<file path="src/pkg/cmpirq_regs.svh">
// Register offsets, field positions and reset values of the comparator event block
`ifndef CMPIRQ_REGS_SVH
`define CMPIRQ_REGS_SVH
// Printed offset 0x97 is not a multiple of four: kept as index, byte address = 4*index
`define CMPIRQ_CTRL_IDX 8'h97
`define CMPIRQ_CTRL_ADDR 12'h25c
`define CMPIRQ_IRQ_STAT_ADDR 12'h260
`define CMPIRQ_IRQ_EN_ADDR 12'h264
`define CMPIRQ_IRQ_CLR_ADDR 12'h268
`define CMPIRQ_PWR_ADDR 12'h26c
`define CMPIRQ_RAW_ADDR 12'h270
`define CMPIRQ_IDLE_RUN_BIT 5
`define CMPIRQ_FLAG_BIT 4
`define CMPIRQ_ENABLE_BIT 3
`define CMPIRQ_MODE_MSB 2
`define CMPIRQ_MODE_LSB 0
`define CMPIRQ_IE_CMP_BIT 6
`define CMPIRQ_CTRL_RESET 8'h00
`define CMPIRQ_IE_RESET 8'h00
`define CMPIRQ_IRQ_EN_RESET 2'h0
`define CMPIRQ_OVF_WAIT 2'h2
`endif

</file>
<file path="src/pkg/cmpirq_pkg.sv">
// Types shared by the comparator event block
`default_nettype none
package cmpirq_pkg;
  typedef enum logic [2:0] {
    CMPIRQ_LOW_LEVEL = 3'h0,
    CMPIRQ_RISE = 3'h1,
    CMPIRQ_DB_TOGGLE = 3'h2,
    CMPIRQ_DB_RISE = 3'h3,
    CMPIRQ_FALL = 3'h4,
    CMPIRQ_TOGGLE = 3'h5,
    CMPIRQ_DB_FALL = 3'h6,
    CMPIRQ_HIGH_LEVEL = 3'h7
  } cmpirq_mode_t;
  typedef enum logic [1:0] {
    CMPIRQ_ST_IDLE = 2'h0,
    CMPIRQ_ST_WAIT = 2'h1,
    CMPIRQ_ST_CHECK = 2'h2
  } cmpirq_db_state_t;
endpackage
`default_nettype wire

</file>
<file path="src/pkg/cmpirq_evt_if.sv">
// Event path between the detector and the register file
`timescale 1ns/100ps
`default_nettype none
interface cmpirq_evt_if;
  logic active;
  logic sample;
  logic [2:0] mode;
  logic ovf;
  logic event_hit;
  modport det (input active, input sample, input mode, input ovf, output event_hit);
  modport ctl (output active, output sample, output mode, output ovf, input event_hit);
endinterface
`default_nettype wire

</file>
<file path="src/hdl/cmpirq_debounce.sv">
// Debounce engine: waits two timer overflows then resamples
`timescale 1ns/100ps
`default_nettype none
`include "cmpirq_regs.svh"
module cmpirq_debounce (
  // Clock and reset
  input wire logic clock,
  input wire logic rst_n,
  // Control
  input wire logic active,
  input wire logic start,
  input wire logic expected,
  input wire logic sample,
  input wire logic ovf,
  // Result
  output logic hit
);
  cmpirq_pkg::cmpirq_db_state_t state_r;
  logic [1:0] ovf_cnt_r;
  logic expect_r;

  // New transitions while waiting are ignored: the first one owns the window
  always_ff @(posedge clock)
  begin
    if (!rst_n || !active)
    begin
      state_r <= cmpirq_pkg::CMPIRQ_ST_IDLE;
      ovf_cnt_r <= 2'h0;
      expect_r <= 1'b0;
    end
    else
    begin
      case (state_r)
        cmpirq_pkg::CMPIRQ_ST_IDLE:
        begin
          ovf_cnt_r <= 2'h0;
          if (start)
          begin
            state_r <= cmpirq_pkg::CMPIRQ_ST_WAIT;
            expect_r <= expected;
          end
        end
        cmpirq_pkg::CMPIRQ_ST_WAIT:
        begin
          if (ovf)
          begin
            ovf_cnt_r <= ovf_cnt_r + 2'h1;
            if (ovf_cnt_r + 2'h1 == `CMPIRQ_OVF_WAIT)
            begin
              state_r <= cmpirq_pkg::CMPIRQ_ST_CHECK;
            end
          end
        end
        cmpirq_pkg::CMPIRQ_ST_CHECK:
        begin
          state_r <= cmpirq_pkg::CMPIRQ_ST_IDLE;
        end
        default:
        begin
          state_r <= cmpirq_pkg::CMPIRQ_ST_IDLE;
        end
      endcase
    end
  end

  // Fresh sample must match the post-transition level
  assign hit = (state_r == cmpirq_pkg::CMPIRQ_ST_CHECK) && (sample == expect_r);
endmodule
`default_nettype wire

</file>
<file path="src/hdl/cmpirq_detect.sv">
// Condition detector for all eight event modes
`timescale 1ns/100ps
`default_nettype none
module cmpirq_detect (
  // Clock and reset
  input wire logic clock,
  input wire logic rst_n,
  // Event path
  cmpirq_evt_if.det evt
);
  logic prev_r;
  logic rise;
  logic fall;
  logic db_start;
  logic db_hit;
  logic direct_hit;

  function automatic logic is_debounced(input logic [2:0] m);
    is_debounced = (m == cmpirq_pkg::CMPIRQ_DB_TOGGLE) || (m == cmpirq_pkg::CMPIRQ_DB_RISE)
      || (m == cmpirq_pkg::CMPIRQ_DB_FALL);
  endfunction

  // Previous sample, held low while inactive so enabling with a high output reads as a rise
  always_ff @(posedge clock)
  begin
    if (!rst_n || !evt.active)
      prev_r <= 1'b0;
    else
      prev_r <= evt.sample;
  end

  assign rise = evt.active && evt.sample && !prev_r;
  assign fall = evt.active && !evt.sample && prev_r;

  always_comb
  begin
    case (evt.mode)
      cmpirq_pkg::CMPIRQ_LOW_LEVEL: direct_hit = evt.active && !evt.sample;
      cmpirq_pkg::CMPIRQ_HIGH_LEVEL: direct_hit = evt.active && evt.sample;
      cmpirq_pkg::CMPIRQ_RISE: direct_hit = rise;
      cmpirq_pkg::CMPIRQ_FALL: direct_hit = fall;
      cmpirq_pkg::CMPIRQ_TOGGLE: direct_hit = rise || fall;
      default: direct_hit = 1'b0;
    endcase
  end

  // Only transitions matching the chosen direction start a debounce
  always_comb
  begin
    case (evt.mode)
      cmpirq_pkg::CMPIRQ_DB_TOGGLE: db_start = rise || fall;
      cmpirq_pkg::CMPIRQ_DB_RISE: db_start = rise;
      cmpirq_pkg::CMPIRQ_DB_FALL: db_start = fall;
      default: db_start = 1'b0;
    endcase
  end

  cmpirq_debounce u_debounce (
    .clock(clock),
    .rst_n(rst_n),
    .active(evt.active && is_debounced(evt.mode)),
    .start(db_start),
    .expected(evt.sample),
    .sample(evt.sample),
    .ovf(evt.ovf),
    .hit(db_hit)
  );

  assign evt.event_hit = direct_hit || db_hit;
endmodule
`default_nettype wire

</file>
<file path="src/hdl/cmpirq_top.sv">
// Comparator event block with AXI4-Lite register slave and interrupt
//
// The AXI4-Lite interface to the registers was left to the implementer.
`timescale 1ns/100ps
`default_nettype none
`include "cmpirq_regs.svh"
// How it works
// - Enable bit turns comparator processing on
// - Comparator output sampled every clock
// - Debounce timing uses timer one overflows
// - Resample after two counted overflows
// - Flag only if resample matches expected level
// - Debounced flag between one and two periods
// - Idle stops logic unless idle-run set
// - Idle-run plus enabled interrupt wakes processor
// - Power-down always disables the comparator
// - Flag set on condition; software clears it
// - Interrupt gated by enable register bit six; cmp_irq is also raised by irq_stat_r & irq_en_r without it
// - Cleared enable forces output low, blocks flag
// - Mode codes: eight levels, edges, toggles
// - Control bits 5..0, reset zero, 7..6 unused
module cmpirq_top (
  // Clock and reset
  input wire logic clock,
  input wire logic rst_n,
  // Analog side and timer
  input wire logic cmp_out,
  input wire logic timer1_ovf,
  input wire logic idle_mode,
  input wire logic power_down,
  // AXI4-Lite write address
  input wire logic [11:0] s_axi_awaddr,
  input wire logic s_axi_awvalid,
  output logic s_axi_awready,
  // AXI4-Lite write data
  input wire logic [31:0] s_axi_wdata,
  input wire logic [3:0] s_axi_wstrb,
  input wire logic s_axi_wvalid,
  output logic s_axi_wready,
  // AXI4-Lite write response
  output logic [1:0] s_axi_bresp,
  output logic s_axi_bvalid,
  input wire logic s_axi_bready,
  // AXI4-Lite read address
  input wire logic [11:0] s_axi_araddr,
  input wire logic s_axi_arvalid,
  output logic s_axi_arready,
  // AXI4-Lite read data
  output logic [31:0] s_axi_rdata,
  output logic [1:0] s_axi_rresp,
  output logic s_axi_rvalid,
  input wire logic s_axi_rready,
  // Interrupt, wake and comparator level
  output logic cmp_irq,
  output logic cmp_wake,
  output logic cmp_level
);
  localparam logic [1:0] RESP_OKAY = 2'h0;
  localparam logic [1:0] RESP_SLVERR = 2'h2;

  cmpirq_evt_if evt ();

  logic idle_run_bit_r;
  logic compare_event_flag_r;
  logic comparator_enable_bit_r;
  logic [2:0] event_condition_select_r;
  logic [7:0] interrupt_enable_register_r;
  logic [1:0] irq_stat_r;
  logic [1:0] irq_en_r;
  logic [11:0] awaddr_r;
  logic aw_held_r;
  logic [31:0] wdata_r;
  logic [3:0] wstrb_r;
  logic w_held_r;
  logic cmp_active;
  logic wr_go;
  logic wr_ctrl;
  logic wr_pwr;
  logic wr_en;
  logic wr_clr;
  logic [7:0] ctrl_view;

  function automatic logic addr_is(input logic [11:0] a, input logic [11:0] ref_addr);
    addr_is = (a[11:2] == ref_addr[11:2]);
  endfunction

  function automatic logic addr_known(input logic [11:0] a);
    addr_known = addr_is(a, `CMPIRQ_CTRL_ADDR) || addr_is(a, `CMPIRQ_IRQ_STAT_ADDR)
      || addr_is(a, `CMPIRQ_IRQ_EN_ADDR) || addr_is(a, `CMPIRQ_IRQ_CLR_ADDR)
      || addr_is(a, `CMPIRQ_PWR_ADDR) || addr_is(a, `CMPIRQ_RAW_ADDR);
  endfunction

  // Idle gating and power-down override everything else
  assign cmp_active = comparator_enable_bit_r
    && !power_down
    && (!idle_mode || idle_run_bit_r);

  assign evt.active = cmp_active;
  assign evt.sample = cmp_out && cmp_active;
  assign evt.mode = event_condition_select_r;
  assign evt.ovf = timer1_ovf;

  cmpirq_detect u_detect (
    .clock(clock),
    .rst_n(rst_n),
    .evt(evt)
  );

  // Write channel capture: address and data may come in either order
  assign wr_go = aw_held_r && w_held_r && !s_axi_bvalid;
  assign wr_ctrl = wr_go && addr_is(awaddr_r, `CMPIRQ_CTRL_ADDR) && wstrb_r[0];
  assign wr_pwr = wr_go && addr_is(awaddr_r, `CMPIRQ_PWR_ADDR) && wstrb_r[0];
  assign wr_en = wr_go && addr_is(awaddr_r, `CMPIRQ_IRQ_EN_ADDR) && wstrb_r[0];
  assign wr_clr = wr_go && addr_is(awaddr_r, `CMPIRQ_IRQ_CLR_ADDR) && wstrb_r[0];

  always_ff @(posedge clock)
  begin
    if (!rst_n)
    begin
      aw_held_r <= 1'b0;
      awaddr_r <= 12'h000;
      s_axi_awready <= 1'b0;
    end
    else
    begin
      s_axi_awready <= !aw_held_r && !s_axi_awready && s_axi_awvalid;
      if (s_axi_awvalid && s_axi_awready)
      begin
        aw_held_r <= 1'b1;
        awaddr_r <= s_axi_awaddr;
      end
      else if (wr_go)
        aw_held_r <= 1'b0;
    end
  end

  always_ff @(posedge clock)
  begin
    if (!rst_n)
    begin
      w_held_r <= 1'b0;
      wdata_r <= 32'h0000_0000;
      wstrb_r <= 4'h0;
      s_axi_wready <= 1'b0;
    end
    else
    begin
      s_axi_wready <= !w_held_r && !s_axi_wready && s_axi_wvalid;
      if (s_axi_wvalid && s_axi_wready)
      begin
        w_held_r <= 1'b1;
        wdata_r <= s_axi_wdata;
        wstrb_r <= s_axi_wstrb;
      end
      else if (wr_go)
        w_held_r <= 1'b0;
    end
  end

  always_ff @(posedge clock)
  begin
    if (!rst_n)
    begin
      s_axi_bvalid <= 1'b0;
      s_axi_bresp <= RESP_OKAY;
    end
    else if (wr_go)
    begin
      s_axi_bvalid <= 1'b1;
      s_axi_bresp <= addr_known(awaddr_r) ? RESP_OKAY : RESP_SLVERR;
    end
    else if (s_axi_bready)
      s_axi_bvalid <= 1'b0;
  end

  // Control fields; reset value all zero
  always_ff @(posedge clock)
  begin
    if (!rst_n)
    begin
      idle_run_bit_r <= 1'(`CMPIRQ_CTRL_RESET >> `CMPIRQ_IDLE_RUN_BIT);
      comparator_enable_bit_r <= 1'(`CMPIRQ_CTRL_RESET >> `CMPIRQ_ENABLE_BIT);
      event_condition_select_r <= 3'(`CMPIRQ_CTRL_RESET >> `CMPIRQ_MODE_LSB);
    end
    else if (wr_ctrl)
    begin
      idle_run_bit_r <= wdata_r[`CMPIRQ_IDLE_RUN_BIT];
      comparator_enable_bit_r <= wdata_r[`CMPIRQ_ENABLE_BIT];
      event_condition_select_r <= wdata_r[`CMPIRQ_MODE_MSB:`CMPIRQ_MODE_LSB];
    end
  end

  // Software can only clear the flag; a same-cycle hit wins over the clear
  always_ff @(posedge clock)
  begin
    if (!rst_n)
      compare_event_flag_r <= 1'(`CMPIRQ_CTRL_RESET >> `CMPIRQ_FLAG_BIT);
    else if (evt.event_hit && comparator_enable_bit_r)
      compare_event_flag_r <= 1'b1;
    else if (wr_ctrl && !wdata_r[`CMPIRQ_FLAG_BIT])
      compare_event_flag_r <= 1'b0;
  end

  always_ff @(posedge clock)
  begin
    if (!rst_n)
      interrupt_enable_register_r <= `CMPIRQ_IE_RESET;
    else if (wr_pwr)
      interrupt_enable_register_r <= wdata_r[7:0];
  end

  // Sticky status: bit0 every enabled event hit, bit1 wake from idle; set wins over clear
  always_ff @(posedge clock)
  begin
    if (!rst_n)
      irq_stat_r <= 2'h0;
    else
      irq_stat_r <= (irq_stat_r & ~(wr_clr ? wdata_r[1:0] : 2'h0))
        | {cmp_wake, evt.event_hit && comparator_enable_bit_r};
  end

  always_ff @(posedge clock)
  begin
    if (!rst_n)
      irq_en_r <= `CMPIRQ_IRQ_EN_RESET;
    else if (wr_en)
      irq_en_r <= wdata_r[1:0];
  end

  // Outputs registered; flag request gated by enable register bit six
  always_ff @(posedge clock)
  begin
    if (!rst_n)
    begin
      cmp_irq <= 1'b0;
      cmp_wake <= 1'b0;
      cmp_level <= 1'b0;
    end
    else
    begin
      cmp_irq <= |(irq_stat_r & irq_en_r)
        || (compare_event_flag_r && interrupt_enable_register_r[`CMPIRQ_IE_CMP_BIT]);
      cmp_wake <= idle_mode && idle_run_bit_r && compare_event_flag_r
        && interrupt_enable_register_r[`CMPIRQ_IE_CMP_BIT] && !power_down;
      cmp_level <= evt.sample;
    end
  end

  assign ctrl_view = {2'h0, idle_run_bit_r, compare_event_flag_r, comparator_enable_bit_r,
    event_condition_select_r};

  // Read channel: one read in flight, answered one cycle after address accepted
  always_ff @(posedge clock)
  begin
    if (!rst_n)
    begin
      s_axi_arready <= 1'b0;
      s_axi_rvalid <= 1'b0;
      s_axi_rdata <= 32'h0000_0000;
      s_axi_rresp <= RESP_OKAY;
    end
    else
    begin
      s_axi_arready <= !s_axi_arready && !s_axi_rvalid && s_axi_arvalid;
      if (s_axi_arvalid && s_axi_arready)
      begin
        s_axi_rvalid <= 1'b1;
        s_axi_rresp <= addr_known(s_axi_araddr) ? RESP_OKAY : RESP_SLVERR;
        if (addr_is(s_axi_araddr, `CMPIRQ_CTRL_ADDR))
          s_axi_rdata <= {24'h000000, ctrl_view};
        else if (addr_is(s_axi_araddr, `CMPIRQ_IRQ_STAT_ADDR))
          s_axi_rdata <= {30'h0, irq_stat_r};
        else if (addr_is(s_axi_araddr, `CMPIRQ_IRQ_EN_ADDR))
          s_axi_rdata <= {30'h0, irq_en_r};
        else if (addr_is(s_axi_araddr, `CMPIRQ_PWR_ADDR))
          s_axi_rdata <= {24'h000000, interrupt_enable_register_r};
        else if (addr_is(s_axi_araddr, `CMPIRQ_RAW_ADDR))
          s_axi_rdata <= {31'h0, evt.sample};
        else
          s_axi_rdata <= 32'h0000_0000;
      end
      else if (s_axi_rready)
        s_axi_rvalid <= 1'b0;
    end
  end
endmodule
`default_nettype wire

</file>
<file path="config.mk">
export PLATFORM = sky130hd
export DESIGN_NAME = cmpirq_top
export DESIGN_NICKNAME = d
export VERILOG_FILES = /design/src/pkg/cmpirq_pkg.sv /design/src/pkg/cmpirq_evt_if.sv /design/src/hdl/cmpirq_debounce.sv /design/src/hdl/cmpirq_detect.sv /design/src/hdl/cmpirq_top.sv
export VERILOG_INCLUDE_DIRS = /design/src /design/src/pkg
export SDC_FILE = /design/constraint.sdc
export NUM_CORES = 1
export LEC_CHECK = 0
export BUFFER_PORTS_ARGS = -buffer_cell sky130_fd_sc_hd__buf_2
export CAP_MARGIN = 10
export CORE_ASPECT_RATIO = 0.7
export CORE_UTILIZATION = 45
export CTS_BUF_LIST = sky130_fd_sc_hd__clkbuf_8
export CTS_CLUSTER_DIAMETER = 60
export DETAILED_ROUTE_END_ITERATION = 16
export PLACE_DENSITY = 0.78
export SLEW_MARGIN = 40
export SYNTH_ARGS = -nofsm -noshare
export SYNTH_HDL_FRONTEND = slang
export SYNTH_HIERARCHICAL = 1
export SYNTH_SLANG_ARGS = --single-unit
export TNS_END_PERCENT = 20
</file>
<file path="constraint.sdc">
create_clock -name clock -period 2 [get_ports clock]
set_clock_uncertainty 0.1 [all_clocks]
set_input_delay 0.2 -clock clock [delete_from_list [all_inputs] [get_ports clock]]
set_output_delay 0.2 -clock clock [all_outputs]
set_load 0.005 [all_outputs]
</file>
==> impl_metrics.env <==
export IMPL_via_count=2599
export IMPL_fin_cells=503
export IMPL_routabilityCongestion=0.761
export IMPL_timing_hold_violations_final=0
export IMPL_worstSetupEndpointType="flip-flop"
export IMPL_hpwl_um=4630
export IMPL_worstSkewPairLatency_ns=0.35
export IMPL_netlist_area_mm2=0.00281
export IMPL_final_critical_path_setup_slack_ns=0.0943
export IMPL_nNetsFinal=495
export IMPL_grt_antenna_before_repair=0
export IMPL_grt_first_pass_wirelength_um=10400
export IMPL_synth_yosys_seq_area_share_pct=44.9
export IMPL_netlist_cell_type_count=41
export IMPL_worstPathCellList="or3b_1 > or4_4 > nor3b_2 > a311oi_1"
export IMPL_die_height_um=68.1
export IMPL_worstHoldPathType="in -> reg"
export IMPL_cts_buffers=9
export IMPL_drt_wirelength_per_cell_um=12.9
export IMPL_status="finished, final reports clean"
export IMPL_synth_enable_flop_cells=0
export IMPL_power_density_mw_per_mm2=722
export IMPL_clock_root_buffer="clkbuf_8"
export IMPL_num_antenna_cells=0
export IMPL_share_of_final_layout_standard_cells_stronger_than_drive_strength_1_pct=22.0
export IMPL_grt_util_all_layers_pct=21.5
export IMPL_grt_start_max_net_pins=31
export IMPL_power_ir_vdd_worst_uv=338
export IMPL_cts_tree="built"
export IMPL_die_w_um=96.4
export IMPL_slew_violations=0
export IMPL_post_route_period_util_pct=95.3
export IMPL_effective_utilization_at_floorplan_pct=47.8
export IMPL_design_core_area_mm2=0.00587
export IMPL_row_count=23
export IMPL_setup_viol_count_final=0
export IMPL_gate_count_of_the_mapped_netlist=339
export IMPL_viasPerCell=5.17
export IMPL_overflow=0
export IMPL_postRouteWirelength_um=6500
export IMPL_ys_ff_latch=63
export IMPL_master_of_the_slowest_instance_on_the_critical_path="or4_4"
export IMPL_max_cap_violations=0
export IMPL_clockBufferDepth=2
export IMPL_unrepaired_setup_endpoints_after_global_routing="yes"
export IMPL_via_count_of_the_first_global_routing_pass=2256
export IMPL_clkSlewWorstSetupHoldPaths_ns=0.07
export IMPL_timing_fmax_ghz=0.525
export IMPL_timing_setup_tns_ns=0
export IMPL_synthesis_area_per_instance_um2=8.28
export IMPL_slowest_stage_delay_on_critical_path_ns=0.58
export IMPL_placement_io_buffers=57
export IMPL_async_reset_ff_share_pct=0
export IMPL_critical_path_required_ns=2.11
export IMPL_dp_worst_setup_slack_ns=0.0411
export IMPL_die_area_mm2=0.00656
export IMPL_critical_path_arrival_ns=2.02
export IMPL_path_buf_inv=0
export IMPL_io_pins=115
export IMPL_dominantRegCellSynth="dfxtp_1"
export IMPL_firstDrtPassIters=6
export IMPL_first_iter_violations=203
export IMPL_startpoint_type="flip-flop"
export IMPL_total_placed_cells_including_tap_cells=470
export IMPL_total_power_w=0.00254
export IMPL_area_growth_synth_to_final_pct=25.1
export IMPL_numClockSinks=63
export IMPL_warnings_synthesis=6
export IMPL_cts_setup_buffers=0
export IMPL_timing_worst_setup_path_type="reg -> reg"
export IMPL_period_needed_ns=1.91
export IMPL_critical_path_peak_fanout=7
export IMPL_worst_path_dominant_cell_family="simple AND/OR/NAND/NOR gates"
export IMPL_cellLeakagePower_nw=1.39
export IMPL_ant_nets=0
export IMPL_ctsHtreeMaxLevel=3
export IMPL_detail_route_drc_violations=0
[timing repair]
item / 4_1_cts / 5_1_grt
gates resized for setup: 0 / 4
endpoints found under the hold margin: 17 / 0
hold buffers: 17 / 0
setup endpoints to repair: 0 / 10
[through the flow]
stage	hold WS [ns]	utilization (%)	cell area, um2
after global placement	0.297	53.3	3130
after global routing	0.0134	59.8	3510
after detailed placement	0.303	53.3	3130
after floorplan	0.176	-	2910
after CTS	0.000577	59.6	3500
final	0.00197	59.8	3510
[layer usage]
metal | GRT usage [%] | share of wire (%)
met3 | 4.78 | 7.7
met1 | 28.2 | 46
met4 | 9.19 | 1.7
met2 | 34.1 | 45
met5 | 0 | 0
[where the power goes]
| part | switching, W | total, W | internal, W |
|---|---|---|---|
| Sequential | 0.0000176 | 0.00129 | 0.00127 |
| Clock | 0.000500 | 0.00107 | 0.000573 |
| Combinational | 0.0000889 | 0.000171 | 0.0000816 |
| Total | 0.000606 | 0.00254 | 0.00193 |
[cells by family (layout without fill, tap and decap cells)]
| family | Yosys count | after routing | share of synthesized area [%] |
|---|---|---|---|
| xor+xnor | 1 | 1 | 0.312 |
| buf+inv | 42 | 106 | 9.36 |
| simple gates | 141 | 141 | 25.5 |
| other cells | 1 | 26 | 0.134 |
| compound gates | 83 | 83 | 16.8 |
| flops | 63 | 63 | 44.9 |
| fa+ha+maj | 1 | 1 | 0.446 |
| mux | 7 | 7 | 2.50 |
[final timing paths]
check                 start       endpoint  slack, ns  depth (start not counted)
max            awaddr_r[10]  irq_stat_r[0]       0.09                          4
min          s_axi_wdata[1]     wdata_r[1]      0.002                          3
max reg2reg    awaddr_r[10]  irq_stat_r[0]       0.09                          4
min reg2reg    s_axi_rvalid  s_axi_arready       0.34                          1
[flip-flops by register name, indices dropped and copies added (netlist names), 2 cells and up]
name / cells
event_condition_select_r: 3
u_detect/u_debounce/ovf_cnt_r: 2
irq_stat_r: 2
irq_en_r: 2
awaddr_r: 10
wdata_r: 8
s_axi_rdata: 8
interrupt_enable_register_r: 8
u_detect/u_debounce/state_r: 2
[cells in the final DEF, fill, tap and decap left out, drive strengths merged, types with 2 or more instances in the layout]
master       Yosys  layout
nand2b           3       3
or2b             2       2
nand3b           2       2
o21ai           22      22
nand3            8       8
nor2b            5       5
inv              6       6
clkinvlp         0       4
a41oi            2       2
mux2i            7       7
conb             1      26
nor2            21      21
a31oi            3       3
nor3             6       6
dlygate4sd3      0      17
dfxtp           63      63
a211oi           2       2
clkbuf           9       9
nand2           68      68
nand4            2       2
buf             27      67
and4bb           2       2
a21oi           44      44
and2             3       3
and3             3       3
nor3b           11      11
nand4bb          2       2
a22oi            6       6
clkinv           0       2
[Yosys cell counts (2+ instances only)]
| library cell | count | area, um2 |
|---|---|---|
| nor2b_1 | 5 | 31.3 |
| and4bb_2 | 2 | 25.0 |
| and2_1 | 3 | 18.8 |
| nand2b_1 | 3 | 18.8 |
| a211oi_1 | 2 | 15.0 |
| nand3_1 | 8 | 40.0 |
| a21oi_1 | 44 | 220 |
| mux2i_1 | 7 | 70.1 |
| o21ai_0 | 10 | 50.1 |
| nor3b_2 | 2 | 25.0 |
| inv_1 | 6 | 22.5 |
| nor3_1 | 6 | 30.0 |
| nand4_1 | 2 | 12.5 |
| nand3b_1 | 2 | 15.0 |
| a22oi_1 | 6 | 45.0 |
| or2b_1 | 2 | 15.0 |
| dfxtp_1 | 63 | 1260 |
| a31oi_1 | 3 | 18.8 |
| buf_4 | 26 | 195 |
| nand4bb_1 | 2 | 22.5 |
| and3_1 | 3 | 18.8 |
| nand2_1 | 68 | 255 |
| nor2_1 | 20 | 75.1 |
| nor3b_1 | 8 | 60.1 |
| o21ai_1 | 12 | 60.1 |
| clkbuf_1 | 9 | 33.8 |
[area by class of cell]
type	count	area (um2)
tap	75	93.8
clock buffer	9	124
inverter	6	22.5
clock inverter	7	73.8
sequential	63	1260
timing repair buffer	84	543
fill	513	2360
multi-input combinational	259	1390
[tightest hold or removal path: stages]
cell and delay [ns]:
buf_2 0.09, nand2_1 0.05, a21oi_1 0.05
No activity file was read; power rests on OpenSTA's default activity.
